$ cat src/core/wsrwd_regs.svh
`ifndef WSRWD_REGS_SVH
`define WSRWD_REGS_SVH

// Clock rate and printed times
`define WSRWD_CLK_MHZ        20
`define WSRWD_T_INIT_US      381
`define WSRWD_T_SETTLE_US    150
`define WSRWD_T_RST_NC_MS    200
`define WSRWD_T_RST_PU_MS    10
`define WSRWD_T_CAP_MIN_US   703
`define WSRWD_T_CAP_MAX_MS   3220
`define WSRWD_US_PER_MS      1000

// Watchdog window bounds, unconnected timing pin, in microseconds
`define WSRWD_WDL_R18_US     22500
`define WSRWD_WDL_R34_US     1850
`define WSRWD_WDL_R12_US     800000
`define WSRWD_WDU_R18_US     55000
`define WSRWD_WDU_R34_US     27500
`define WSRWD_WDU_R12_US     1600000

// Mode pin codes {pin_a, pin_b}
`define WSRWD_MODE_R18       2'h0
`define WSRWD_MODE_R34       2'h1
`define WSRWD_MODE_OFF       2'h2
`define WSRWD_MODE_R12       2'h3

// Register byte offsets
`define WSRWD_OFF_CTRL       8'h00
`define WSRWD_OFF_CAPDLY     8'h04
`define WSRWD_OFF_STATUS     8'h08

// Field positions
`define WSRWD_CTRL_ADJ       0
`define WSRWD_STS_RST        0
`define WSRWD_STS_FAULT      1
`define WSRWD_STS_CLS_LSB    2
`define WSRWD_STS_CLS_MSB    3
`define WSRWD_STS_WDEN       4
`define WSRWD_STS_RAT_LSB    5
`define WSRWD_STS_RAT_MSB    6
`define WSRWD_STS_RSTPIN     7
`define WSRWD_STS_WDOPIN     8

// Synchroniser lanes
`define WSRWD_SYN_UV         0
`define WSRWD_SYN_OV         1
`define WSRWD_SYN_SUP        2
`define WSRWD_SYN_MA         3
`define WSRWD_SYN_MB         4
`define WSRWD_SYN_KICK       5
`define WSRWD_SYN_DHI        6
`define WSRWD_SYN_DCAP       7
`define WSRWD_SYN_RSTPIN     8
`define WSRWD_SYN_WDOPIN     9
`define WSRWD_SYN_W          10

`endif

$ cat src/core/wsrwd_pkg.sv
package wsrwd_pkg;
  typedef enum logic [3:0] {
    SUP_RST   = 4'h1,
    SUP_EVAL  = 4'h2,
    SUP_DELAY = 4'h4,
    SUP_RUN   = 4'h8
  } wsrwd_sup_t;

  typedef enum logic [4:0] {
    WD_OFF    = 5'h01,
    WD_SETTLE = 5'h02,
    WD_WAIT   = 5'h04,
    WD_WATCH  = 5'h08,
    WD_FAULT  = 5'h10
  } wsrwd_wd_t;

  typedef enum logic [1:0] {
    CLS_NC  = 2'h0,
    CLS_PU  = 2'h1,
    CLS_CAP = 2'h2
  } wsrwd_cls_t;
endpackage : wsrwd_pkg

$ cat src/core/wsrwd_wd_if.sv
`timescale 1ns/100ps
// Supervisor to window watchdog link
interface wsrwd_wd_if;
  logic        released;
  logic        enabled;
  logic        cap_mode;
  logic        kick_fall;
  logic [31:0] lo;
  logic [31:0] hi;
  logic [31:0] rst_cyc;
  logic        fault;
  modport sup (output released, enabled, cap_mode, kick_fall, lo, hi, rst_cyc, input fault);
  modport wdt (input released, enabled, cap_mode, kick_fall, lo, hi, rst_cyc, output fault);
endinterface : wsrwd_wd_if

$ cat src/core/wsrwd_wdt.sv
`timescale 1ns/100ps
`include "wsrwd_regs.svh"

module wsrwd_wdt (
  input  wire logic   i_sys_clk,
  input  wire logic   i_rstn,
  wsrwd_wd_if.wdt     wd
);
  localparam logic [31:0] SETTLE_CYC = 32'(`WSRWD_T_SETTLE_US * `WSRWD_CLK_MHZ);

  wsrwd_pkg::wsrwd_wd_t st, next_st;
  logic [31:0]          cnt;
  logic                 first;
  logic                 pend;
  logic                 good_kick;

  ////////////////////////////////////////////////////////////////////////////
  // Kick judged against the window; first kick only has an upper bound
  assign good_kick = wd.kick_fall && (cnt < wd.hi) && (first || cnt >= wd.lo);

  // Next state; reset or disable parks everything
  always_comb begin
    next_st = st;
    if (!wd.released) begin
      next_st = wsrwd_pkg::WD_OFF;
    end else if (!wd.enabled && st != wsrwd_pkg::WD_OFF) begin
      next_st = wsrwd_pkg::WD_OFF;
    end else begin
      case (st)
        wsrwd_pkg::WD_OFF: begin
          if (wd.enabled) begin
            next_st = pend ? wsrwd_pkg::WD_WAIT : wsrwd_pkg::WD_SETTLE;
          end
        end
        wsrwd_pkg::WD_SETTLE: begin
          if (cnt == SETTLE_CYC - 32'h1) next_st = wsrwd_pkg::WD_WATCH;
        end
        wsrwd_pkg::WD_WAIT: begin
          if (cnt == wd.rst_cyc - 32'h1) next_st = wsrwd_pkg::WD_WATCH;
        end
        wsrwd_pkg::WD_WATCH: begin
          if (!good_kick && (wd.kick_fall || cnt == wd.hi - 32'h1)) next_st = wsrwd_pkg::WD_FAULT;
        end
        wsrwd_pkg::WD_FAULT: begin
          if (cnt == wd.rst_cyc - 32'h1) next_st = wsrwd_pkg::WD_WATCH;
        end
        default: next_st = wsrwd_pkg::WD_OFF;
      endcase
    end
  end

  // State register
  always_ff @(posedge i_sys_clk or negedge i_rstn) begin
    if (!i_rstn) st <= wsrwd_pkg::WD_OFF;
    else         st <= next_st;
  end

  // Timer restarts on every state change and on every good kick while watching
  always_ff @(posedge i_sys_clk or negedge i_rstn) begin
    if (!i_rstn)                                     cnt <= 32'h0;
    else if (next_st != st || (st == wsrwd_pkg::WD_WATCH && good_kick)) cnt <= 32'h0;
    else                                             cnt <= 32'(cnt + 32'h1);
  end

  // First kick after any (re)start of watching is exempt from the lower bound
  always_ff @(posedge i_sys_clk or negedge i_rstn) begin
    if (!i_rstn)                      first <= 1'b1;
    else if (st != wsrwd_pkg::WD_WATCH) first <= 1'b1;
    else if (good_kick)               first <= 1'b0;
  end

  // Fault drive follows the fault state
  always_ff @(posedge i_sys_clk or negedge i_rstn) begin
    if (!i_rstn) wd.fault <= 1'b0;
    else         wd.fault <= (next_st == wsrwd_pkg::WD_FAULT);
  end

  // Capacitor timing: a fault cut short by disable owes a full delay later
  always_ff @(posedge i_sys_clk or negedge i_rstn) begin
    if (!i_rstn) begin
      pend <= 1'b0;
    end else if (st == wsrwd_pkg::WD_FAULT && !wd.enabled && wd.cap_mode && wd.released) begin
      pend <= 1'b1;
    end else if (!wd.released || (st == wsrwd_pkg::WD_WAIT && next_st == wsrwd_pkg::WD_WATCH)) begin
      pend <= 1'b0;
    end
  end
endmodule : wsrwd_wdt

$ cat src/core/wsrwd_top.sv
`timescale 1ns/100ps
`include "wsrwd_regs.svh"

// Overview of operation
// - On each re-entry into the valid window, evaluate delay select pin for 381 us.
// - Evaluation classifies delay pin: unconnected, pulled up, or capacitor.
// - Classification picks the reset delay length.
// - Rail inside window with supply good keeps reset released.
// - Rail below undervoltage or above overvoltage drives reset low.
// - After re-entry, reset stays low a full delay, then releases.
// - Capacitor delay spans 703 us to 3.22 s.
// - Adjustable variant ignores overvoltage, monitors undervoltage only.
// - Enable or disable through mode pins acts at once.
// - Ratio change between enabled codes waits for a reset event to latch.
// - After disabled-to-enabled, kicks are ignored for 150 us.
// - Fixed timing: disable and re-enable during fault acts like plain enable.
// - Capacitor timing: disable releases fault; re-enable waits full reset delay.
// - Four modes: disabled, ratio 1:8, 3:4 or 1:2.
// - Pin a high with pin b low means watchdog disabled.
// - Disabled watchdog never drives its fault output.
// - Latching reset events: overvoltage, undervoltage or supply lockout.
// - Codes: both low 1/8, a low b high 3/4, both high 1/2.
// - Falling kicks must land inside the window, else fault low for one delay.
// - During system reset the watchdog is off and its fault output released.
// - First kick after start has only the upper bound.
module wsrwd_top #(
  parameter logic [31:0] INIT_CYC    = 32'(`WSRWD_T_INIT_US * `WSRWD_CLK_MHZ),
  parameter logic [31:0] RST_NC_CYC  = 32'(`WSRWD_T_RST_NC_MS * `WSRWD_US_PER_MS * `WSRWD_CLK_MHZ),
  parameter logic [31:0] RST_PU_CYC  = 32'(`WSRWD_T_RST_PU_MS * `WSRWD_US_PER_MS * `WSRWD_CLK_MHZ),
  parameter logic [31:0] CAP_MIN_CYC = 32'(`WSRWD_T_CAP_MIN_US * `WSRWD_CLK_MHZ),
  parameter logic [31:0] CAP_MAX_CYC = 32'(`WSRWD_T_CAP_MAX_MS * `WSRWD_US_PER_MS * `WSRWD_CLK_MHZ),
  parameter logic [31:0] WDL_R18_CYC = 32'(`WSRWD_WDL_R18_US * `WSRWD_CLK_MHZ),
  parameter logic [31:0] WDL_R34_CYC = 32'(`WSRWD_WDL_R34_US * `WSRWD_CLK_MHZ),
  parameter logic [31:0] WDL_R12_CYC = 32'(`WSRWD_WDL_R12_US * `WSRWD_CLK_MHZ),
  parameter logic [31:0] WDU_R18_CYC = 32'(`WSRWD_WDU_R18_US * `WSRWD_CLK_MHZ),
  parameter logic [31:0] WDU_R34_CYC = 32'(`WSRWD_WDU_R34_US * `WSRWD_CLK_MHZ),
  parameter logic [31:0] WDU_R12_CYC = 32'(`WSRWD_WDU_R12_US * `WSRWD_CLK_MHZ)
) (
  input  wire logic        i_sys_clk,
  input  wire logic        i_rstn,
  input  wire logic        i_psel,
  input  wire logic        i_penable,
  input  wire logic        i_pwrite,
  input  wire logic [7:0]  i_paddr,
  input  wire logic [31:0] i_pwdata,
  output logic [31:0]      o_prdata,
  output logic             o_pready,
  output logic             o_pslverr,
  input  wire logic        i_rail_above_uv,
  input  wire logic        i_rail_above_ov,
  input  wire logic        i_supply_above_lockout,
  input  wire logic        i_wd_mode_pin_a,
  input  wire logic        i_wd_mode_pin_b,
  input  wire logic        i_wd_kick_input,
  input  wire logic        i_reset_delay_select_pin_high,
  input  wire logic        i_reset_delay_select_pin_cap,
  input  wire logic        i_sys_reset_pin_in,
  output logic             o_sys_reset_pin_out,
  output logic             o_sys_reset_pin_oe,
  input  wire logic        i_wd_fault_output_in,
  output logic             o_wd_fault_output_out,
  output logic             o_wd_fault_output_oe
);
  logic [`WSRWD_SYN_W-1:0] raw, syn_a, syn_b, syn_c, stab;
  wsrwd_pkg::wsrwd_sup_t   st, next_st;
  wsrwd_pkg::wsrwd_cls_t   dly_class;
  logic [31:0]             cnt;
  logic [31:0]             rst_target;
  logic [31:0]             cap_dly;
  logic [1:0]              mode_pins;
  logic [1:0]              ratio_lat;
  logic                    ctrl_adj;
  logic                    win_ok;
  logic                    kick_prev;
  logic                    apb_setup, apb_done, apb_hit;
  logic [31:0]             rd_mux;
  wsrwd_wd_if              wd_kick_input ();

  ////////////////////////////////////////////////////////////////////////////
  // Raw asynchronous inputs gathered into lanes
  assign raw[`WSRWD_SYN_UV]     = i_rail_above_uv;
  assign raw[`WSRWD_SYN_OV]     = i_rail_above_ov;
  assign raw[`WSRWD_SYN_SUP]    = i_supply_above_lockout;
  assign raw[`WSRWD_SYN_MA]     = i_wd_mode_pin_a;
  assign raw[`WSRWD_SYN_MB]     = i_wd_mode_pin_b;
  assign raw[`WSRWD_SYN_KICK]   = i_wd_kick_input;
  assign raw[`WSRWD_SYN_DHI]    = i_reset_delay_select_pin_high;
  assign raw[`WSRWD_SYN_DCAP]   = i_reset_delay_select_pin_cap;
  assign raw[`WSRWD_SYN_RSTPIN] = i_sys_reset_pin_in;
  assign raw[`WSRWD_SYN_WDOPIN] = i_wd_fault_output_in;

  // Three-stage sync; value taken only when stages two and three agree
  for (genvar g = 0; g < `WSRWD_SYN_W; g++) begin : g_sync
    always_ff @(posedge i_sys_clk or negedge i_rstn) begin
      if (!i_rstn) begin
        syn_a[g] <= 1'b0;
        syn_b[g] <= 1'b0;
        syn_c[g] <= 1'b0;
        stab[g]  <= 1'b0;
      end else begin
        syn_a[g] <= raw[g];
        syn_b[g] <= syn_a[g];
        syn_c[g] <= syn_b[g];
        if (syn_b[g] == syn_c[g]) stab[g] <= syn_c[g];
      end
    end
  end

  ////////////////////////////////////////////////////////////////////////////
  // Window check; adjustable variant drops the overvoltage side
  assign win_ok = stab[`WSRWD_SYN_SUP] && stab[`WSRWD_SYN_UV]
                  && (ctrl_adj || !stab[`WSRWD_SYN_OV]);

  // Delay length by classification; capacitor value clamped to its range
  always_comb begin
    case (dly_class)
      wsrwd_pkg::CLS_PU:  rst_target = RST_PU_CYC;
      wsrwd_pkg::CLS_CAP: rst_target = (cap_dly < CAP_MIN_CYC) ? CAP_MIN_CYC :
                                       (cap_dly > CAP_MAX_CYC) ? CAP_MAX_CYC : cap_dly;
      default:            rst_target = RST_NC_CYC;
    endcase
  end

  // Supervisor sequence: any loss of window goes straight back to reset
  always_comb begin
    next_st = st;
    case (st)
      wsrwd_pkg::SUP_RST: begin
        if (win_ok) next_st = wsrwd_pkg::SUP_EVAL;
      end
      wsrwd_pkg::SUP_EVAL: begin
        if (!win_ok)                        next_st = wsrwd_pkg::SUP_RST;
        else if (cnt == INIT_CYC - 32'h1)   next_st = wsrwd_pkg::SUP_DELAY;
      end
      wsrwd_pkg::SUP_DELAY: begin
        if (!win_ok)                        next_st = wsrwd_pkg::SUP_RST;
        else if (cnt == rst_target - 32'h1) next_st = wsrwd_pkg::SUP_RUN;
      end
      wsrwd_pkg::SUP_RUN: begin
        if (!win_ok) next_st = wsrwd_pkg::SUP_RST;
      end
      default: next_st = wsrwd_pkg::SUP_RST;
    endcase
  end

  // State register
  always_ff @(posedge i_sys_clk or negedge i_rstn) begin
    if (!i_rstn) st <= wsrwd_pkg::SUP_RST;
    else         st <= next_st;
  end

  // Phase timer, cleared on every state change so each delay runs in full
  always_ff @(posedge i_sys_clk or negedge i_rstn) begin
    if (!i_rstn)              cnt <= 32'h0;
    else if (next_st != st)   cnt <= 32'h0;
    else                      cnt <= 32'(cnt + 32'h1);
  end

  // Classification taken when evaluation completes; capacitor wins over pull-up
  always_ff @(posedge i_sys_clk or negedge i_rstn) begin
    if (!i_rstn) begin
      dly_class <= wsrwd_pkg::CLS_NC;
    end else if (st == wsrwd_pkg::SUP_EVAL && next_st == wsrwd_pkg::SUP_DELAY) begin
      if (stab[`WSRWD_SYN_DCAP])     dly_class <= wsrwd_pkg::CLS_CAP;
      else if (stab[`WSRWD_SYN_DHI]) dly_class <= wsrwd_pkg::CLS_PU;
      else                           dly_class <= wsrwd_pkg::CLS_NC;
    end
  end

  ////////////////////////////////////////////////////////////////////////////
  // Mode pins: enable acts live, ratio is latched only while in reset
  assign mode_pins = {stab[`WSRWD_SYN_MA], stab[`WSRWD_SYN_MB]};

  always_ff @(posedge i_sys_clk or negedge i_rstn) begin
    if (!i_rstn) begin
      ratio_lat <= `WSRWD_MODE_R18;
    end else if (st == wsrwd_pkg::SUP_RST && mode_pins != `WSRWD_MODE_OFF) begin
      ratio_lat <= mode_pins;
    end
  end

  // Falling kick edge from the settled value only
  always_ff @(posedge i_sys_clk or negedge i_rstn) begin
    if (!i_rstn) kick_prev <= 1'b0;
    else         kick_prev <= stab[`WSRWD_SYN_KICK];
  end

  // Window bounds for the latched ratio
  always_comb begin
    case (ratio_lat)
      `WSRWD_MODE_R34: begin wd_kick_input.lo = WDL_R34_CYC; wd_kick_input.hi = WDU_R34_CYC; end
      `WSRWD_MODE_R12: begin wd_kick_input.lo = WDL_R12_CYC; wd_kick_input.hi = WDU_R12_CYC; end
      default:         begin wd_kick_input.lo = WDL_R18_CYC; wd_kick_input.hi = WDU_R18_CYC; end
    endcase
  end

  assign wd_kick_input.released  = (st == wsrwd_pkg::SUP_RUN);
  assign wd_kick_input.enabled   = (mode_pins != `WSRWD_MODE_OFF);
  assign wd_kick_input.cap_mode  = (dly_class == wsrwd_pkg::CLS_CAP);
  assign wd_kick_input.kick_fall = kick_prev && !stab[`WSRWD_SYN_KICK];
  assign wd_kick_input.rst_cyc   = rst_target;

  wsrwd_wdt u_wdt (
    .i_sys_clk (i_sys_clk),
    .i_rstn    (i_rstn),
    .wd        (wd_kick_input.wdt)
  );

  ////////////////////////////////////////////////////////////////////////////
  // Open-drain pins: enable high means pulling low
  always_ff @(posedge i_sys_clk or negedge i_rstn) begin
    if (!i_rstn) begin
      o_sys_reset_pin_out   <= 1'b0;
      o_sys_reset_pin_oe    <= 1'b1;
      o_wd_fault_output_out <= 1'b0;
      o_wd_fault_output_oe  <= 1'b0;
    end else begin
      o_sys_reset_pin_out   <= 1'b0;
      o_sys_reset_pin_oe    <= (next_st != wsrwd_pkg::SUP_RUN);
      o_wd_fault_output_out <= 1'b0;
      o_wd_fault_output_oe  <= wd_kick_input.fault && (next_st == wsrwd_pkg::SUP_RUN);
    end
  end

  ////////////////////////////////////////////////////////////////////////////
  // APB: one wait state so read data comes from a register
  assign apb_setup = i_psel && i_penable && !o_pready;
  assign apb_done  = i_psel && i_penable && o_pready;
  assign apb_hit   = (i_paddr == `WSRWD_OFF_CTRL) || (i_paddr == `WSRWD_OFF_CAPDLY)
                     || (i_paddr == `WSRWD_OFF_STATUS);

  always_comb begin
    rd_mux = 32'h0;
    case (i_paddr)
      `WSRWD_OFF_CTRL:   rd_mux[`WSRWD_CTRL_ADJ] = ctrl_adj;
      `WSRWD_OFF_CAPDLY: rd_mux = cap_dly;
      `WSRWD_OFF_STATUS: begin
        rd_mux[`WSRWD_STS_RST]                        = o_sys_reset_pin_oe;
        rd_mux[`WSRWD_STS_FAULT]                      = o_wd_fault_output_oe;
        rd_mux[`WSRWD_STS_CLS_MSB:`WSRWD_STS_CLS_LSB] = dly_class;
        rd_mux[`WSRWD_STS_WDEN]                       = wd_kick_input.enabled;
        rd_mux[`WSRWD_STS_RAT_MSB:`WSRWD_STS_RAT_LSB] = ratio_lat;
        rd_mux[`WSRWD_STS_RSTPIN]                     = stab[`WSRWD_SYN_RSTPIN];
        rd_mux[`WSRWD_STS_WDOPIN]                     = stab[`WSRWD_SYN_WDOPIN];
      end
      default: rd_mux = 32'h0;
    endcase
  end

  // Bus answer registers
  always_ff @(posedge i_sys_clk or negedge i_rstn) begin
    if (!i_rstn) begin
      o_pready  <= 1'b0;
      o_pslverr <= 1'b0;
      o_prdata  <= 32'h0;
    end else begin
      o_pready  <= apb_setup;
      o_pslverr <= apb_setup && !apb_hit;
      o_prdata  <= (apb_setup && !i_pwrite) ? rd_mux : 32'h0;
    end
  end

  // Writable registers; writes land on the completing edge
  always_ff @(posedge i_sys_clk or negedge i_rstn) begin
    if (!i_rstn) begin
      ctrl_adj <= 1'b0;
      cap_dly  <= CAP_MIN_CYC;
    end else if (apb_done && i_pwrite) begin
      if (i_paddr == `WSRWD_OFF_CTRL)   ctrl_adj <= i_pwdata[`WSRWD_CTRL_ADJ];
      if (i_paddr == `WSRWD_OFF_CAPDLY) cap_dly  <= i_pwdata;
    end
  end
endmodule : wsrwd_top

$ cat config.mk
export PLATFORM = sky130hd
export DESIGN_NAME = wsrwd_top
export DESIGN_NICKNAME = d
export VERILOG_FILES = /design/src/core/wsrwd_pkg.sv /design/src/core/wsrwd_wd_if.sv /design/src/core/wsrwd_wdt.sv /design/src/core/wsrwd_top.sv
export VERILOG_INCLUDE_DIRS = /design/src /design/src/core
export SDC_FILE = /design/constraint.sdc
export NUM_CORES = 1
export LEC_CHECK = 0
export BUFFER_PORTS_ARGS = -buffer_cell sky130_fd_sc_hd__buf_2
export CAP_MARGIN = 20
export CORE_MARGIN = 8
export CORE_UTILIZATION = 35
export DETAILED_ROUTE_END_ITERATION = 16
export MAX_ROUTING_LAYER = met4
export PLACE_DENSITY = 0.62
export SYNTH_ARGS = -nofsm -noshare
export SYNTH_HDL_FRONTEND = slang
export SYNTH_SLANG_ARGS = --single-unit
export TNS_END_PERCENT = 50
$ cat constraint.sdc
create_clock -name i_sys_clk -period 14.6 [get_ports i_sys_clk]
set_input_delay 0 -clock i_sys_clk [delete_from_list [all_inputs] [get_ports i_sys_clk]]
set_output_delay 0 -clock i_sys_clk [all_outputs]
set_load 0.005 [all_outputs]
# == Yosys cells after proc, flatten, opt, wreduce, memory -nomap -nowiden ==
# Index checks and enable logic that the tools add are counted.
# totals
regBits,190
input_bits,55
out_inout_bits,38
wordCells,179
# classes
addsub,4
order_cmp,4
eq_ne,40
mux,32
reduce_logical,42
# ops
cell,n
$mux 32,5
$eq 32x32->1,3
$add 32x1->32 const B,2
$pmux 32 s2,1
$pmux 25 s2,1
$pmux 24 s2,1
$eq 32x12->1 const B,1
$eq 32x13->1 const B,1
$ge 32x24->1,1
$gt 32x26->1 const B,1
$lt 32x14->1 const B,1
$lt 32x25->1,1
$sub 32x1->32 const B,1
$mux 5,6
$sub 25x1->26 const B,1
$mux 4,6
$mux 23,1
$logic_and 1x1->1,21
$pmux 5 s4,1
$pmux 4 s4,1
$pmux 8 s2,1
$eq 1x1->1,10
$eq 5x4->1 const B,2
$eq 5x5->1 const B,2
27 further kinds,50

# == Logic depth before layout (Yosys ltp) ==
# Gate-level depths: netlist (run 1).
# logic_depth
depth_word,16
mapped_depth,20
mapped_depth_nobuf,17

# == Hierarchy ==
# Synthesis (run 1) repeated with hierarchy kept, for this count alone.
# unflattened
hier_cells,1701
hier_area_um2,14635.3
# by_module_without_submodules
mod,instances,cells_each,area_each_um2,seq_area_each_um2
wsrwd_top,1,806,7932.6,3767.4
wsrwd_wdt,1,895,6702.7,1003.5

# == Worst setup path before layout (run 1) ==
# OpenSTA, ideal clock, no wires.
# synth_path
path_kind,reg-to-reg
start,reg cap_dly[31]
end,reg u_wdt.cnt[10]
setup_time_ps,136
arrival_ps,4756
required_ps,14464
setup_slack_ps,9708
path_stages_with_launch,18
n_path_buf,3
synth_period_minus_slack_ps,4892
cell_sequence,dfrtp_1 nor4_1 nand2_1 clkbuf_1 or4_4 o21ai_2 clkbuf_1 nand3_1 ha_1 o41a_1 o211ai_1 xnor2_1 a311o_1 nor4bb_1 nand4_1 a2111oi_4 buf_4 nor3_1
# synth_between
elab_chain_cells,13
word_cells_on_any_way,14
cone_classes,add/sub (1); order compare (2); eq/ne (2); mux (8); reduce/logical (1)
# synth_rtl
item,line_no,source
start: declaration,wsrwd_top.sv:69,logic [31:0] cap_dly;
start signal: assignment,wsrwd_top.sv:270,if (i_paddr == `WSRWD_OFF_CAPDLY) cap_dly <= i_pwdata;
$gt 32x26->1,wsrwd_top.sv:119,(cap_dly > CAP_MAX_CYC) ? CAP_MAX_CYC : cap_dly;
$mux 32,wsrwd_top.sv:119,
$mux 32 (*),wsrwd_top.sv:118,wsrwd_pkg::CLS_CAP: rst_target = (cap_dly < CAP_MIN_CYC) ? CAP_MIN_CYC :
$pmux 32 s2 (*),wsrwd_top.sv:116,case (dly_class)
$sub 32x1->32 (*),"wsrwd_wdt.sv:39, wsrwd_wdt.sv:45",
$eq 32x32->1 (*),"wsrwd_wdt.sv:39, wsrwd_wdt.sv:45",
$mux 5 (*),"wsrwd_wdt.sv:39, wsrwd_wdt.sv:45",
$pmux 5 s4 (*),wsrwd_wdt.sv:29,case (st)
$mux 5 (*),wsrwd_wdt.sv:26,end else if (!wd.enabled && st != wsrwd_pkg::WD_OFF) begin
$mux 5 (*),wsrwd_wdt.sv:24,if (!wd.released) begin
$ne 5x5->1 (*),wsrwd_wdt.sv:61,else if (next_st != st || (st == wsrwd_pkg::WD_WATCH && good_kick)) cnt <= 32'h0;
$logic_or 1x1->1 (*),wsrwd_wdt.sv:61,
$mux 32 (*),wsrwd_wdt.sv:61,
end signal: assignment,wsrwd_wdt.sv:62,else cnt <= 32'(cnt + 32'h1);
end: declaration,wsrwd_wdt.sv:12,logic [31:0] cnt;
# Every way passes the cells marked *; elsewhere a longest branch is shown, timed or not.
# A chain may end at the register's enable or synchronous reset.

# == Worst setup path after layout (run 1) ==
# layout_path
start,reg cap_dly[31]
end,reg u_wdt.cnt[7]
# The elaborated chain is that of the path after synthesis.

==> PnR_summary.wiki, run 1 <==
{| class="wikitable"
! Metric !! Value
|-
| Worst Path Buf+Inv || 1
|-
| Starting utilization of the core area || between 30% and 40%
|-
| Min-Delay Startpoint || i_paddr[0]
|-
| Category of the critical setup timing path || reg2reg
|-
| Core box area || roughly 33000 um2
|-
| Share of post-route cells with drive strength above 1 || 15.1%
|-
| Fraction of synthesized area in multiplexers || around 4%
|-
| Clk Tree Root Cell || clkbuf_16
|-
| Per-cell routed wire length || about 20 um
|-
| Clock tree from TritonCTS || yes
|-
| Nature of the critical path startpoint || flip-flop
|-
| Routed via count || 10363
|-
| Area enclosed by the die boundary || 39800 um2
|-
| Maximum number of pins on one net before global-route repair || 130
|-
| Hold-critical path endpoint || o_pslverr
|-
| Final cycle utilization of the critical path || between 40% and 50%
|-
| Number of design rule violations left after detail routing || 0
|-
| Largest family of logic cells by synthesized area || simple AND/OR/NAND/NOR gates
|-
| Slack of the worst reg-to-reg path || 8.40 ns
|-
| Fraction of registers with async set or reset after synthesis || 100%
|-
| Clock latency at the later pin of the worst-skew pair || between 0.4 and 0.5 ns
|-
| Synthesized area || between 10000 and 15000 um2
|-
| Top_reg_cell synth || dfrtp_1
|-
| Critical register-to-register path startpoint || cap_dly[31]
|-
| Routed Wire Length || 36800 um
|-
| Total of cells resized after clock tree synthesis || 0
|-
| Achievable clock frequency || 161 MHz
|-
| Worst-Margin Slew || 1.12 ns
|-
| Worst VDD drop || between 0.07 and 0.08 mV
|-
| H-tree depth || 4
|-
| Worst R2R Path Depth || 15
|-
| Overall power || 0.00117 W
|-
| Synth top area share || between 30% and 40%
|-
| Synthesized-area fraction occupied by ao, oa, aoi and oai cells || about 15%
|-
| Max-cap check violation count || 0
|-
| Min-Delay Path Class || in2reg
|-
| Power per standard cell area || 84.8 nW/um2
|-
| Static Leak || ~5.9 nW
|-
| Arrival time at the worst endpoint || about 6.5 ns
|-
| Synth unique cells || 96
|-
| Total GRT Usage || around a fifth
|-
| Fin Setup TNS || 0 ns
|-
| Post-synthesis xor/xnor area fraction || under 10%
|-
| Maximum clock insertion buffer count || 2
|-
| First-pass iteration count of the detailed router || 6
|-
| Y dimension of the die || about 200 um
|-
| Crit path largest cell delay || roughly 0.63 ns
|-
| R2R Path End || u_wdt.cnt[7]
|-
| Via count of the first global-routing pass || just over 10000
|-
| Launching element of the worst setup path || cap_dly[31]
|-
| Width of the die || between 150 and 200 um
|-
| Count of final setup violators || 0
|-
| Synth-to-Final Area Change || 16.8%
|-
| Cell row count || 67
|-
| Setup slack at placement || around 8.5 ns
|-
| Avg Synthesized Cell Area || about 9.4 um2
|-
| Min Tclk post-route || 6.20 ns
|-
| Cell types with the largest area share after synthesis || dfrtp_1, xnor2_1, ha_1, nor3_1, xor2_1
|-
| Outcome || finished clean
|-
| I/O pin total || just over 90
|-
| Count of hold buffers inserted by post-cts repair || 48
|-
| Worst path top cell family by delay || simple AND/OR/NAND/NOR gates
|-
| First-pass GRT wire length || between 50000 and 60000 um
|-
| CTS sink count || 190
|-
| Dpl cells || about 1700
|-
| Relative slew slack || approximately a quarter
|-
| Final weighted congestion in routability-driven placement || approximately 1.0
|-
| Number of warnings reported in the yosys synthesis log || 0
|-
| Clock-pin slew of the registers on the worst-case setup and hold paths || roughly 0.08 ns
|-
| Mapped Cells || approximately 1300
|-
| Antenna violations before repair || 1
|-
| Required time at the endpoint of the critical path || roughly 15 ns
|-
| Drt first-iter violations || 909
|-
| Post-CTS Setup Inserts || 0
|-
| Smallest setup slack after layout || 8.40 ns
|-
| Number of failing hold endpoints at the final stage || 0
|-
| Post-DR vias/cell || approximately 5.7
|-
| Unrepaired setup endpoints after global routing || no
|-
| Cell taking the most area after synthesis || dfrtp_1
|-
| Library cell contributing the largest single delay on the critical path || o21ai_2
|-
| Post-synth EDFFs || 0
|-
| CP cell instances || nor4_1 > nand2_1 > or2_2 > o21ai_2 > nand3_1 > ha_1 > o41a_1 > o211ai_1 > xnor2_1 > a311o_1 > nor4bb_1 > nand4_1 > a2111oi_4 > buf_4 > nor3_1
|-
| Buffers on Ports || 90
|-
| Detailed-placement wirelength estimate || 27600 um
|-
| Hold-critical path depth || 5
|-
| Fraction of the yosys area taken by sequential cells || about two fifths
|-
| Remaining Overflow, GRT || 0
|-
| Non-Filler Instances || roughly 1800
|-
| Maximum net fanout on the critical path || 26
|-
| Simple-gate share of the synthesized area || about a quarter
|-
| Remaining number of nets flagged by the antenna check after routing || 0
|-
| Clock buffers created by TritonCTS || 17
|-
| Final Slew Violations || 0
|-
| Worst setup skew after layout || 0.0104 ns
|-
| Endpoint type of the worst setup path || flip-flop
|-
| Adder-cell share of the synthesized area || approximately 4.8%
|-
| Fin nets || 1457
|-
| Number of flip-flops and latches in the synthesized netlist || between 150 and 200
|}
==> cell families after synthesis <==
group           Yosys count
simple gates            545
compound gates          232
flops                   190
xor+xnor                108
buf+inv                  94
fa+ha+maj                47
mux                      42
other cells               1
==> worst max-delay path by stage <==
stage	to	depth (start not counted)
5_1_grt	u_wdt.cnt[7]	15
3_3_place_gp	u_wdt.cnt[1]	15
6_report	u_wdt.cnt[7]	15
4_1_cts	u_wdt.cnt[12]	15
2_1_floorplan	u_wdt.cnt[10]	17
3_5_place_dp	u_wdt.cnt[7]	15
==> flip-flops by register name, indices dropped and copies added, names as in the netlist, 2 cells and up <==
signal,cells
cap_dly,32
cnt,32
dly_class,2
mode_pins,2
o_prdata,32
ratio_lat,2
st,4
stab,8
syn_a,10
syn_b,10
syn_c,10
u_wdt.cnt,32
u_wdt.st,5
==> tightest hold or removal path, delay by kind of cell <==
family,cells,cell delay [ns]
and+or+nand+nor,4,0.32
buffers and inverters,1,0.07
==> final cells by class <==
cell class                 count  area, um2
multi-input combinational    976       6630
inverter                      30        113
sequential                   190       4770
timing repair buffer         150       1050
fill                        3274      19600
tap                          448        561
clock inverter                15        219
antenna                        1       2.50
clock buffer                  17        425
==> layout by cell type, fill, tap and decap left out, drive strengths merged, types with 13 or more instances in the layout <==
cell,netlist,final
inv,29,34
o21ai,48,48
ha,37,37
xor2,46,46
nand2,87,87
xnor2,60,60
clkbuf,52,18
mux2,33,33
dlygate4sd3,0,48
a21oi,37,37
and3,24,24
buf,12,101
nand2b,14,14
nand3,47,47
and2,35,35
nand4,33,33
dfrtp,177,177
or3,24,24
nor4,34,34
nor3,85,85
nor2,103,103
dfstp,13,13
==> layer usage <==
metal  wire [um]  part of all wire (%)  GRT usage (%)
met1       16400                    45           24.9
met5           0                     0              -
met2       17100                    47           30.2
met4        1230                   3.3           7.85
met3        1990                   5.4           3.45
==> synth_stat cells (7+ instances only) <==
cell type  instances
a211oi_1          10
a21o_1            10
a21oi_1           35
a22oi_1           10
a311o_1            9
and2_1            34
and3_1            24
and4_1             9
clkbuf_1          52
dfrtp_1          177
dfstp_2           13
ha_1              37
inv_1             29
maj3_1            10
mux2_2            33
mux2i_1            9
nand2_1           87
nand2b_1          14
nand3_1           47
nand4_1           33
nor2_1           103
nor2b_1            9
nor3_1            84
nor3b_1            8
nor4_1            33
o21a_1            12
o21ai_0           46
o31ai_1           10
or2_2              7
or3_1             24
xnor2_1           60
xor2_1            46
==> power breakdown <==
| part | switching [W] | internal (W) | leakage, nW |
|---|---|---|---|
| logic | 0.0000644 | 0.0000511 | 3.14 |
| registers | 0.0000215 | 0.000540 | 2.49 |
| clock network | 0.000240 | 0.000251 | 0.306 |
| total | 0.000326 | 0.000842 | 5.93 |
==> per-stage QoR <==
step	hold slack, ns	instance area, um2	utilization [%]
after floorplan	-0.296	11800	-
after global placement	0.110	12600	37.8
after detailed placement	0.110	12600	37.8
after CTS	0.000163	13700	41.2
after global routing	0.0868	13800	41.3
final	0.00666	13800	41.3
Power figures use the tool's default switching activity.
==> run 2: changes to the inputs <==
==> constraint.sdc (replaced) <==
create_clock -name i_sys_clk -period 5.75 [get_ports i_sys_clk]
set_input_delay 0 -clock i_sys_clk [delete_from_list [all_inputs] [get_ports i_sys_clk]]
set_output_delay 0 -clock i_sys_clk [all_outputs]
set_load 0.005 [all_outputs]
==> PnR_summary.wiki, run 2 (synthesis results as in run 1) <==
{| class="wikitable"
! Metric !! Value
|-
| Crit path largest cell delay || 0.63 ns (about the same)
|-
| Maximum net fanout on the critical path || 27 (was 26)
|-
| Min Tclk post-route || 5.34 ns (was 6.20 ns)
|-
| Min-Delay Path Class || in2reg (unchanged)
|-
| Nature of the critical path startpoint || flip-flop (unchanged)
|-
| Clock network fraction of total power || 42.5% (was 42.0%)
|-
| Non-Filler Instances || 1846 (was 1827)
|-
| Required time at the endpoint of the critical path || 6.08 ns (was 14.93 ns)
|-
| Clock buffers created by TritonCTS || 17 (unchanged)
|-
| Maximum clock insertion buffer count || 2 (unchanged)
|-
| Remaining Overflow, GRT || 0 (unchanged)
|-
| Category of the critical setup timing path || reg2reg (unchanged)
|-
| Count of final setup violators || 0 (unchanged)
|-
| Clk Tree Root Cell || clkbuf_16 (unchanged)
|-
| Fin Setup TNS || 0 ns (unchanged)
|-
| Width of the die || 199 um (unchanged)
|-
| Routed via count || 10396 (was 10363)
|-
| CP most frequent cell || nand4_1
|-
| Detailed-placement wirelength estimate || 28000 um (was 27600 um)
|-
| Number of failing hold endpoints at the final stage || 0 (unchanged)
|-
| Worst VDD drop || 0.166 mV (was 0.0753 mV)
|-
| Pint || 0.00218 W (was 0.000842 W)
|-
| Antenna violations before repair || 0 (was 1)
|-
| Achievable clock frequency || 187 MHz (was 161 MHz)
|-
| Via count of the first global-routing pass || 10038 (was 10173)
|-
| Starting utilization of the core area || 35.3% (unchanged)
|-
| Static Leak || 6.03 nW (was 5.93 nW)
|-
| Worst Path Buf+Inv || 3 (was 1)
|-
| Leading cell type in the layout, fill and taps excluded || dfrtp_1 (unchanged)
|-
| CTS sink count || 190 (unchanged)
|-
| Outcome || finished clean (unchanged)
|-
| Core box area || 33400 um2 (unchanged)
|-
| Worst path top cell family by delay || simple AND/OR/NAND/NOR gates (unchanged)
|-
| Library cell contributing the largest single delay on the critical path || dfrtp_1 (was o21ai_2)
|-
| Power per standard cell area || 215 nW/um2 (was 84.8 nW/um2)
|-
| Worst-Margin Slew || 0.982 ns (was 1.12 ns)
|-
| Synth-to-Final Area Change || 18.3% (was 16.8%)
|-
| Buffers on Ports || 90 (unchanged)
|-
| Max-cap check violation count || 0 (unchanged)
|-
| Worst setup skew after layout || 0.0167 ns (was 0.0104 ns)
|-
| Unrepaired setup endpoints after global routing || no (unchanged)
|-
| Maximum number of pins on one net before global-route repair || 68 (was 130)
|-
| Arrival time at the worst endpoint || 5.68 ns (was 6.53 ns)
|-
| Combinational share of power || 9.9% (about the same)
|-
| Total GRT Usage || 19.8% (was 19.5%)
|-
| Cell row count || 67 (unchanged)
|-
| Clock tree from TritonCTS || yes (unchanged)
|-
| Area enclosed by the die boundary || 39800 um2 (unchanged)
|-
| Final cycle utilization of the critical path || 92.9% (was 42.5%)
|-
| Dpl cells || 1764 (was 1744)
|-
| Remaining number of nets flagged by the antenna check after routing || 0 (unchanged)
|-
| Reported net switching power || 0.000810 W (was 0.000326 W)
|-
| Commonest cells after routing, fill and taps aside || dfrtp_1, nor2_1, buf_2 (unchanged)
|-
| Routed Wire Length || 37300 um (was 36800 um)
|-
| Relative slew slack || 33.9% (was 24.6%)
|-
| Final Slew Violations || 0 (unchanged)
|-
| Sw frac || 27.1% (was 27.9%)
|-
| First-pass iteration count of the detailed router || 6 (unchanged)
|-
| Fin nets || 1477 (was 1457)
|-
| Part of the total power dissipated in sequential elements || 47.6% (was 48.1%)
|-
| Overall power || 0.00299 W (was 0.00117 W)
|-
| Share of post-route cells with drive strength above 1 || 16.5% (was 15.1%)
|-
| First-pass GRT wire length || 59200 um (was 58600 um)
|-
| Number of design rule violations left after detail routing || 0 (unchanged)
|-
| Post-DR vias/cell || 5.63 (was 5.67)
|-
| Clock-pin slew of the registers on the worst-case setup and hold paths || 0.08 ns (about the same)
|-
| Number of diodes || 0 (was 1)
|-
| Final weighted congestion in routability-driven placement || 1.00 (was 1.05)
|-
| H-tree depth || 4 (unchanged)
|-
| Clock latency at the later pin of the worst-skew pair || 0.47 ns (was 0.46 ns)
|-
| Endpoint type of the worst setup path || flip-flop (unchanged)
|-
| CP cell instances || nand4_1 > or3b_1 > a21oi_2 > o21ai_2 > nand3_1 > ha_1 > inv_1 > nor3_1 > nand4_1 > buf_4 > or3_1 > and3_1 > a2111oi_0 > nand4_1 > nor4b_4 > buf_12 > nor3_1 (was nor4_1 > nand2_1 > or2_2 > o21ai_2 > nand3_1 > ha_1 > o41a_1 > o211ai_1 > xnor2_1 > a311o_1 > nor4bb_1 > nand4_1 > a2111oi_4 > buf_4 > nor3_1)
|-
| Drt first-iter violations || 1023 (was 909)
|-
| Per-cell routed wire length || 20.2 um (was 20.1 um)
|-
| Y dimension of the die || 199 um (unchanged)
|-
| I/O pin total || 93 (unchanged)
|}
run 2: timing repair:
| action | in CTS | in global routing |
|---|---|---|
| buffers inserted | 0 | 0 |
| setup endpoints to repair | 0 | 54 |
| endpoints found under the hold margin | 111 | 0 |
| gates resized for setup | 0 | 3 |
| hold buffers | 48 | 0 |
run 2: worst paths after layout:
check	startpoint	to	slack, ns	depth (start not counted)
hold reg to reg	syn_a[4]	syn_b[4]	0.35	0
setup reg to reg	cap_dly[24]	cnt[0]	0.41	17
min in group asynchronous	i_rstn	o_prdata[22]	0.08	2
max in group asynchronous	i_rstn	o_prdata[12]	4.46	3
setup / recovery	cap_dly[24]	cnt[0]	0.41	17
hold / removal	i_paddr[0]	o_prdata[21]	0.03	6
run 2: layout make-up:
class	instances	area, um2
fill	3281	19400
multi-input combinational	976	6640
sequential	190	4770
timing repair buffer	170	1220
tap	448	561
clock buffer	18	439
clock inverter	14	194
inverter	30	113
run 2: per-stage QoR:
stage	setup slack, ns	hold slack [ns]	utilization, %	area [um2]
2_1_floorplan	0.858	-0.296	-	11800
3_3_place_gp	0.486	0.0287	38.3	12800
3_5_place_dp	0.375	0.0289	38.3	12800
4_1_cts	0.303	0.00290	41.7	13900
5_1_grt	0.0493	0.0998	41.8	13900
6_report	0.405	0.0290	41.8	13900
run 2: worst register-to-register path, stage by stage, from the launching register on:
cell	delay, ns
dfrtp_1	0.63
nand4_1	0.22
or3b_1	0.49
a21oi_2	0.45
o21ai_2	0.16
nand3_1	0.18
ha_1	0.29
inv_1	0.09
nor3_1	0.36
nand4_1	0.25
buf_4	0.25
or3_1	0.44
and3_1	0.21
a2111oi_0	0.35
nand4_1	0.22
nor4b_4	0.34
buf_12	0.21
nor3_1	0.07
run 2: layer usage:
| layer | track usage, % | wire length [um] |
|---|---|---|
| met5 | - | 0 |
| met4 | 8.12 | 1260 |
| met3 | 2.34 | 1860 |
| met2 | 30.2 | 17300 |
| met1 | 26.5 | 16900 |
run 2: power by group through the flow:
stage | Sequential [W] | Clock [W] | Combinational, W
2_1_floorplan | 0.00142 | 0 | 0.000173
3_3_place_gp | 0.00145 | 0 | 0.000254
3_5_place_dp | 0.00145 | 0 | 0.000260
4_1_cts | 0.00142 | 0.00130 | 0.000288
5_1_grt | 0.00143 | 0.00135 | 0.000335
6_report | 0.00142 | 0.00127 | 0.000296
==> run 3: changes to the inputs <==
--- a/config.mk
+++ b/config.mk
@@ -8,11 +8,13 @@
 export LEC_CHECK = 0
 export BUFFER_PORTS_ARGS = -buffer_cell sky130_fd_sc_hd__buf_2
 export CAP_MARGIN = 20
+export CORE_ASPECT_RATIO = 2
 export CORE_MARGIN = 8
 export CORE_UTILIZATION = 35
 export DETAILED_ROUTE_END_ITERATION = 16
 export MAX_ROUTING_LAYER = met4
 export PLACE_DENSITY = 0.62
+export RECOVER_POWER = 25
 export SYNTH_ARGS = -nofsm -noshare
 export SYNTH_HDL_FRONTEND = slang
 export SYNTH_SLANG_ARGS = --single-unit
==> PnR_summary.wiki, run 3 (synthesis results as in run 1) <==
{| class="wikitable"
! Metric !! Value
|-
| Nature of the critical path startpoint || flip-flop (unchanged)
|-
| I/O pin total || 93 (unchanged)
|-
| Y dimension of the die || 275 um (was 199 um)
|-
| Width of the die || 146 um (was 199 um)
|-
| H-tree depth || 4 (unchanged)
|-
| Endpoint type of the worst setup path || flip-flop (unchanged)
|-
| Remaining Overflow, GRT || 0 (unchanged)
|-
| Commonest cells after routing, fill and taps aside || dfrtp_1, nor2_1, buf_2 (unchanged)
|-
| Min Tclk post-route || 5.52 ns (was 5.34 ns)
|-
| Clock latency at the later pin of the worst-skew pair || 0.47 ns (about the same)
|-
| First-pass iteration count of the detailed router || 10 (was 6)
|-
| Number of diodes || 0 (unchanged)
|-
| Critical register-to-register path startpoint || cap_dly[31] (was cap_dly[24])
|-
| Power per standard cell area || 213 nW/um2 (was 215 nW/um2)
|-
| Worst VDD drop || 0.202 mV (was 0.166 mV)
|-
| Number of failing hold endpoints at the final stage || 0 (unchanged)
|-
| Minimum hold slack || 0.0303 ns (was 0.0290 ns)
|-
| Achievable clock frequency || 181 MHz (was 187 MHz)
|-
| Number of design rule violations left after detail routing || 0 (unchanged)
|-
| Final instance area || 13900 um2 (about the same)
|-
| Min-Delay Startpoint || i_paddr[0] (unchanged)
|-
| Clock-pin slew of the registers on the worst-case setup and hold paths || 0.08 ns (about the same)
|-
| Pint || 0.00210 W (was 0.00218 W)
|-
| Static Leak || 6.03 nW (about the same)
|-
| Buffers on Ports || 90 (unchanged)
|-
| Category of the critical setup timing path || reg2reg (unchanged)
|-
| Core box area || 33400 um2 (about the same)
|-
| Final design utilization || 41.7% (was 41.8%)
|-
| First-pass GRT wire length || 65500 um (was 59200 um)
|-
| Smallest setup slack after layout || 0.227 ns (was 0.405 ns)
|-
| Max-cap check violation count || 1 (was 0)
|-
| Post-DR vias/cell || 5.81 (was 5.63)
|-
| Hold-critical path depth || 6 (unchanged)
|-
| Starting utilization of the core area || 35.3% (about the same)
|-
| Leading cell type in the layout, fill and taps excluded || dfrtp_1 (unchanged)
|-
| Part of the total power dissipated in sequential elements || 48.2% (was 47.6%)
|-
| Maximum number of pins on one net before global-route repair || 95 (was 68)
|-
| Reported net switching power || 0.000864 W (was 0.000810 W)
|-
| Via count of the first global-routing pass || 11072 (was 10038)
|-
| Sw frac || 29.1% (was 27.1%)
|-
| Relative slew slack || -223% (was 33.9%)
|-
| Hold-critical path endpoint || o_prdata[1] (was o_prdata[21])
|-
| Required time at the endpoint of the critical path || 6.11 ns (was 6.08 ns)
|-
| Detailed-placement wirelength estimate || 32800 um (was 28000 um)
|-
| Min-Delay Path Class || in2reg (unchanged)
|-
| Arrival time at the worst endpoint || 5.88 ns (was 5.68 ns)
|-
| Total GRT Usage || 22.2% (was 19.8%)
|-
| Worst R2R Path Depth || 16 (was 17)
|-
| Final weighted congestion in routability-driven placement || 1.05 (was 1.00)
|-
| Final Slew Violations || 95 (was 0)
|-
| Fin nets || 1480 (was 1477)
|-
| Slack of the worst reg-to-reg path || 0.23 ns (was 0.41 ns)
|-
| Count of final setup violators || 0 (unchanged)
|-
| Area enclosed by the die boundary || 40200 um2 (was 39800 um2)
|-
| Maximum clock insertion buffer count || 2 (unchanged)
|-
| Clock tree from TritonCTS || yes (unchanged)
|-
| Remaining number of nets flagged by the antenna check after routing || 0 (unchanged)
|-
| Share of post-route cells with drive strength above 1 || 16.5% (about the same)
|-
| Clock buffers created by TritonCTS || 17 (unchanged)
|-
| Antenna violations before repair || 0 (unchanged)
|-
| R2R Path End || u_wdt.pend (was cnt[0])
|-
| Per-cell routed wire length || 23.4 um (was 20.2 um)
|-
| Failing checks || capacitance limit, slew limit
|-
| Final cycle utilization of the critical path || 96.1% (was 92.9%)
|-
| Clk Tree Root Cell || clkbuf_16 (unchanged)
|-
| Maximum net fanout on the critical path || 13 (was 27)
|-
| Clock network fraction of total power || 42.1% (was 42.5%)
|-
| Synth-to-Final Area Change || 18.1% (was 18.3%)
|-
| Combinational share of power || 9.7% (was 9.9%)
|-
| Drt first-iter violations || 851 (was 1023)
|-
| Worst-Margin Slew || 4.85 ns (was 0.982 ns)
|-
| Placed Instance Area || 12800 um2 (about the same)
|-
| Post-CTS Setup Inserts || 0 (unchanged)
|-
| Worst setup skew after layout || 0.0105 ns (was 0.0167 ns)
|-
| Routed via count || 10680 (was 10396)
|-
| Overall power || 0.00296 W (was 0.00299 W)
|-
| Setup slack at placement || 0.202 ns (was 0.375 ns)
|-
| Outcome || finished with violations (was finished clean)
|-
| Cell row count || 95 (was 67)
|-
| CTS sink count || 190 (unchanged)
|-
| Routed Wire Length || 43100 um (was 37300 um)
|}
run 3: changes by cell type in the layout (fill, tap and decap cells not counted), sizes merged:
cell      change
buf           +4
bufinv        -2
clkbuf        -2
clkinv        +2
clkinvlp      -1
inv           +2
run 3: power by group through the flow:
stage | combinational, W | clock, W | sequential, W
2_1_floorplan | 0.000173 | 0 | 0.00142
3_3_place_gp | 0.000251 | 0 | 0.00145
3_5_place_dp | 0.000259 | 0 | 0.00145
4_1_cts | 0.000286 | 0.00128 | 0.00143
5_1_grt | 0.000326 | 0.00132 | 0.00143
6_report | 0.000287 | 0.00125 | 0.00143
run 3: area by class of cell:
type / count / area (um2)
Clock buffer: 17 / 425
Clock inverter: 15 / 196
Timing Repair Buffer: 173 / 1220
Inverter: 30 / 113
Multi-Input combinational cell: 976 / 6640
Fill cell: 3215 / 19500
Sequential cell: 190 / 4770
Tap cell: 436 / 546
run 3: layer usage:
metal | routed length, um | GRT usage, % | share of wire, %
met1 | 14900 | 20.3 | 34
met2 | 23100 | 40.5 | 54
met3 | 1560 | 3.07 | 3.6
met4 | 3580 | 18.9 | 8.3
met5 | 0 | - | 0
run 3: worst max path at each step:
stage | from | end | slack (ns) | cells after the start
6_report | cap_dly[31] | u_wdt.pend | 0.23 | 16
5_1_grt | cap_dly[31] | u_wdt.pend | -0.02 | 16
4_1_cts | cap_dly[31] | u_wdt.pend | 0.19 | 16
3_5_place_dp | cap_dly[31] | u_wdt.pend | 0.20 | 16
3_3_place_gp | cap_dly[31] | u_wdt.pend | 0.31 | 16
2_1_floorplan | cap_dly[31] | u_wdt.cnt[10] | 0.86 | 17
run 3: stage by stage:
step / TNS, ns / cells
floorplan: 0 / 1260
global route: -0.0243 / 1837
CTS: 0 / 1836
detailed placement: 0 / 1756
global placement: 0 / 1756
finish: 0 / 1837
run 3: what timing repair did:
action                                  CTS  global route
endpoints found under the hold margin   133             0
endpoints found under the setup margin    0             1
hold buffers                             48             0
gates resized for setup                   0             1
run 3: worst max-delay path, cell delays in order (launching register included):
cell,delay (ns)
dfrtp_1,0.39
nor4_1,0.34
buf_4,0.18
nand2_1,0.22
or2_2,0.50
o21ai_2,0.52
nand3_1,0.23
ha_1,0.33
o41a_1,0.44
o211ai_1,0.38
xnor2_1,0.14
a311o_1,0.35
nor4bb_1,0.31
nand4_1,0.24
nor4_2,0.59
buf_4,0.21
nor2_1,0.04
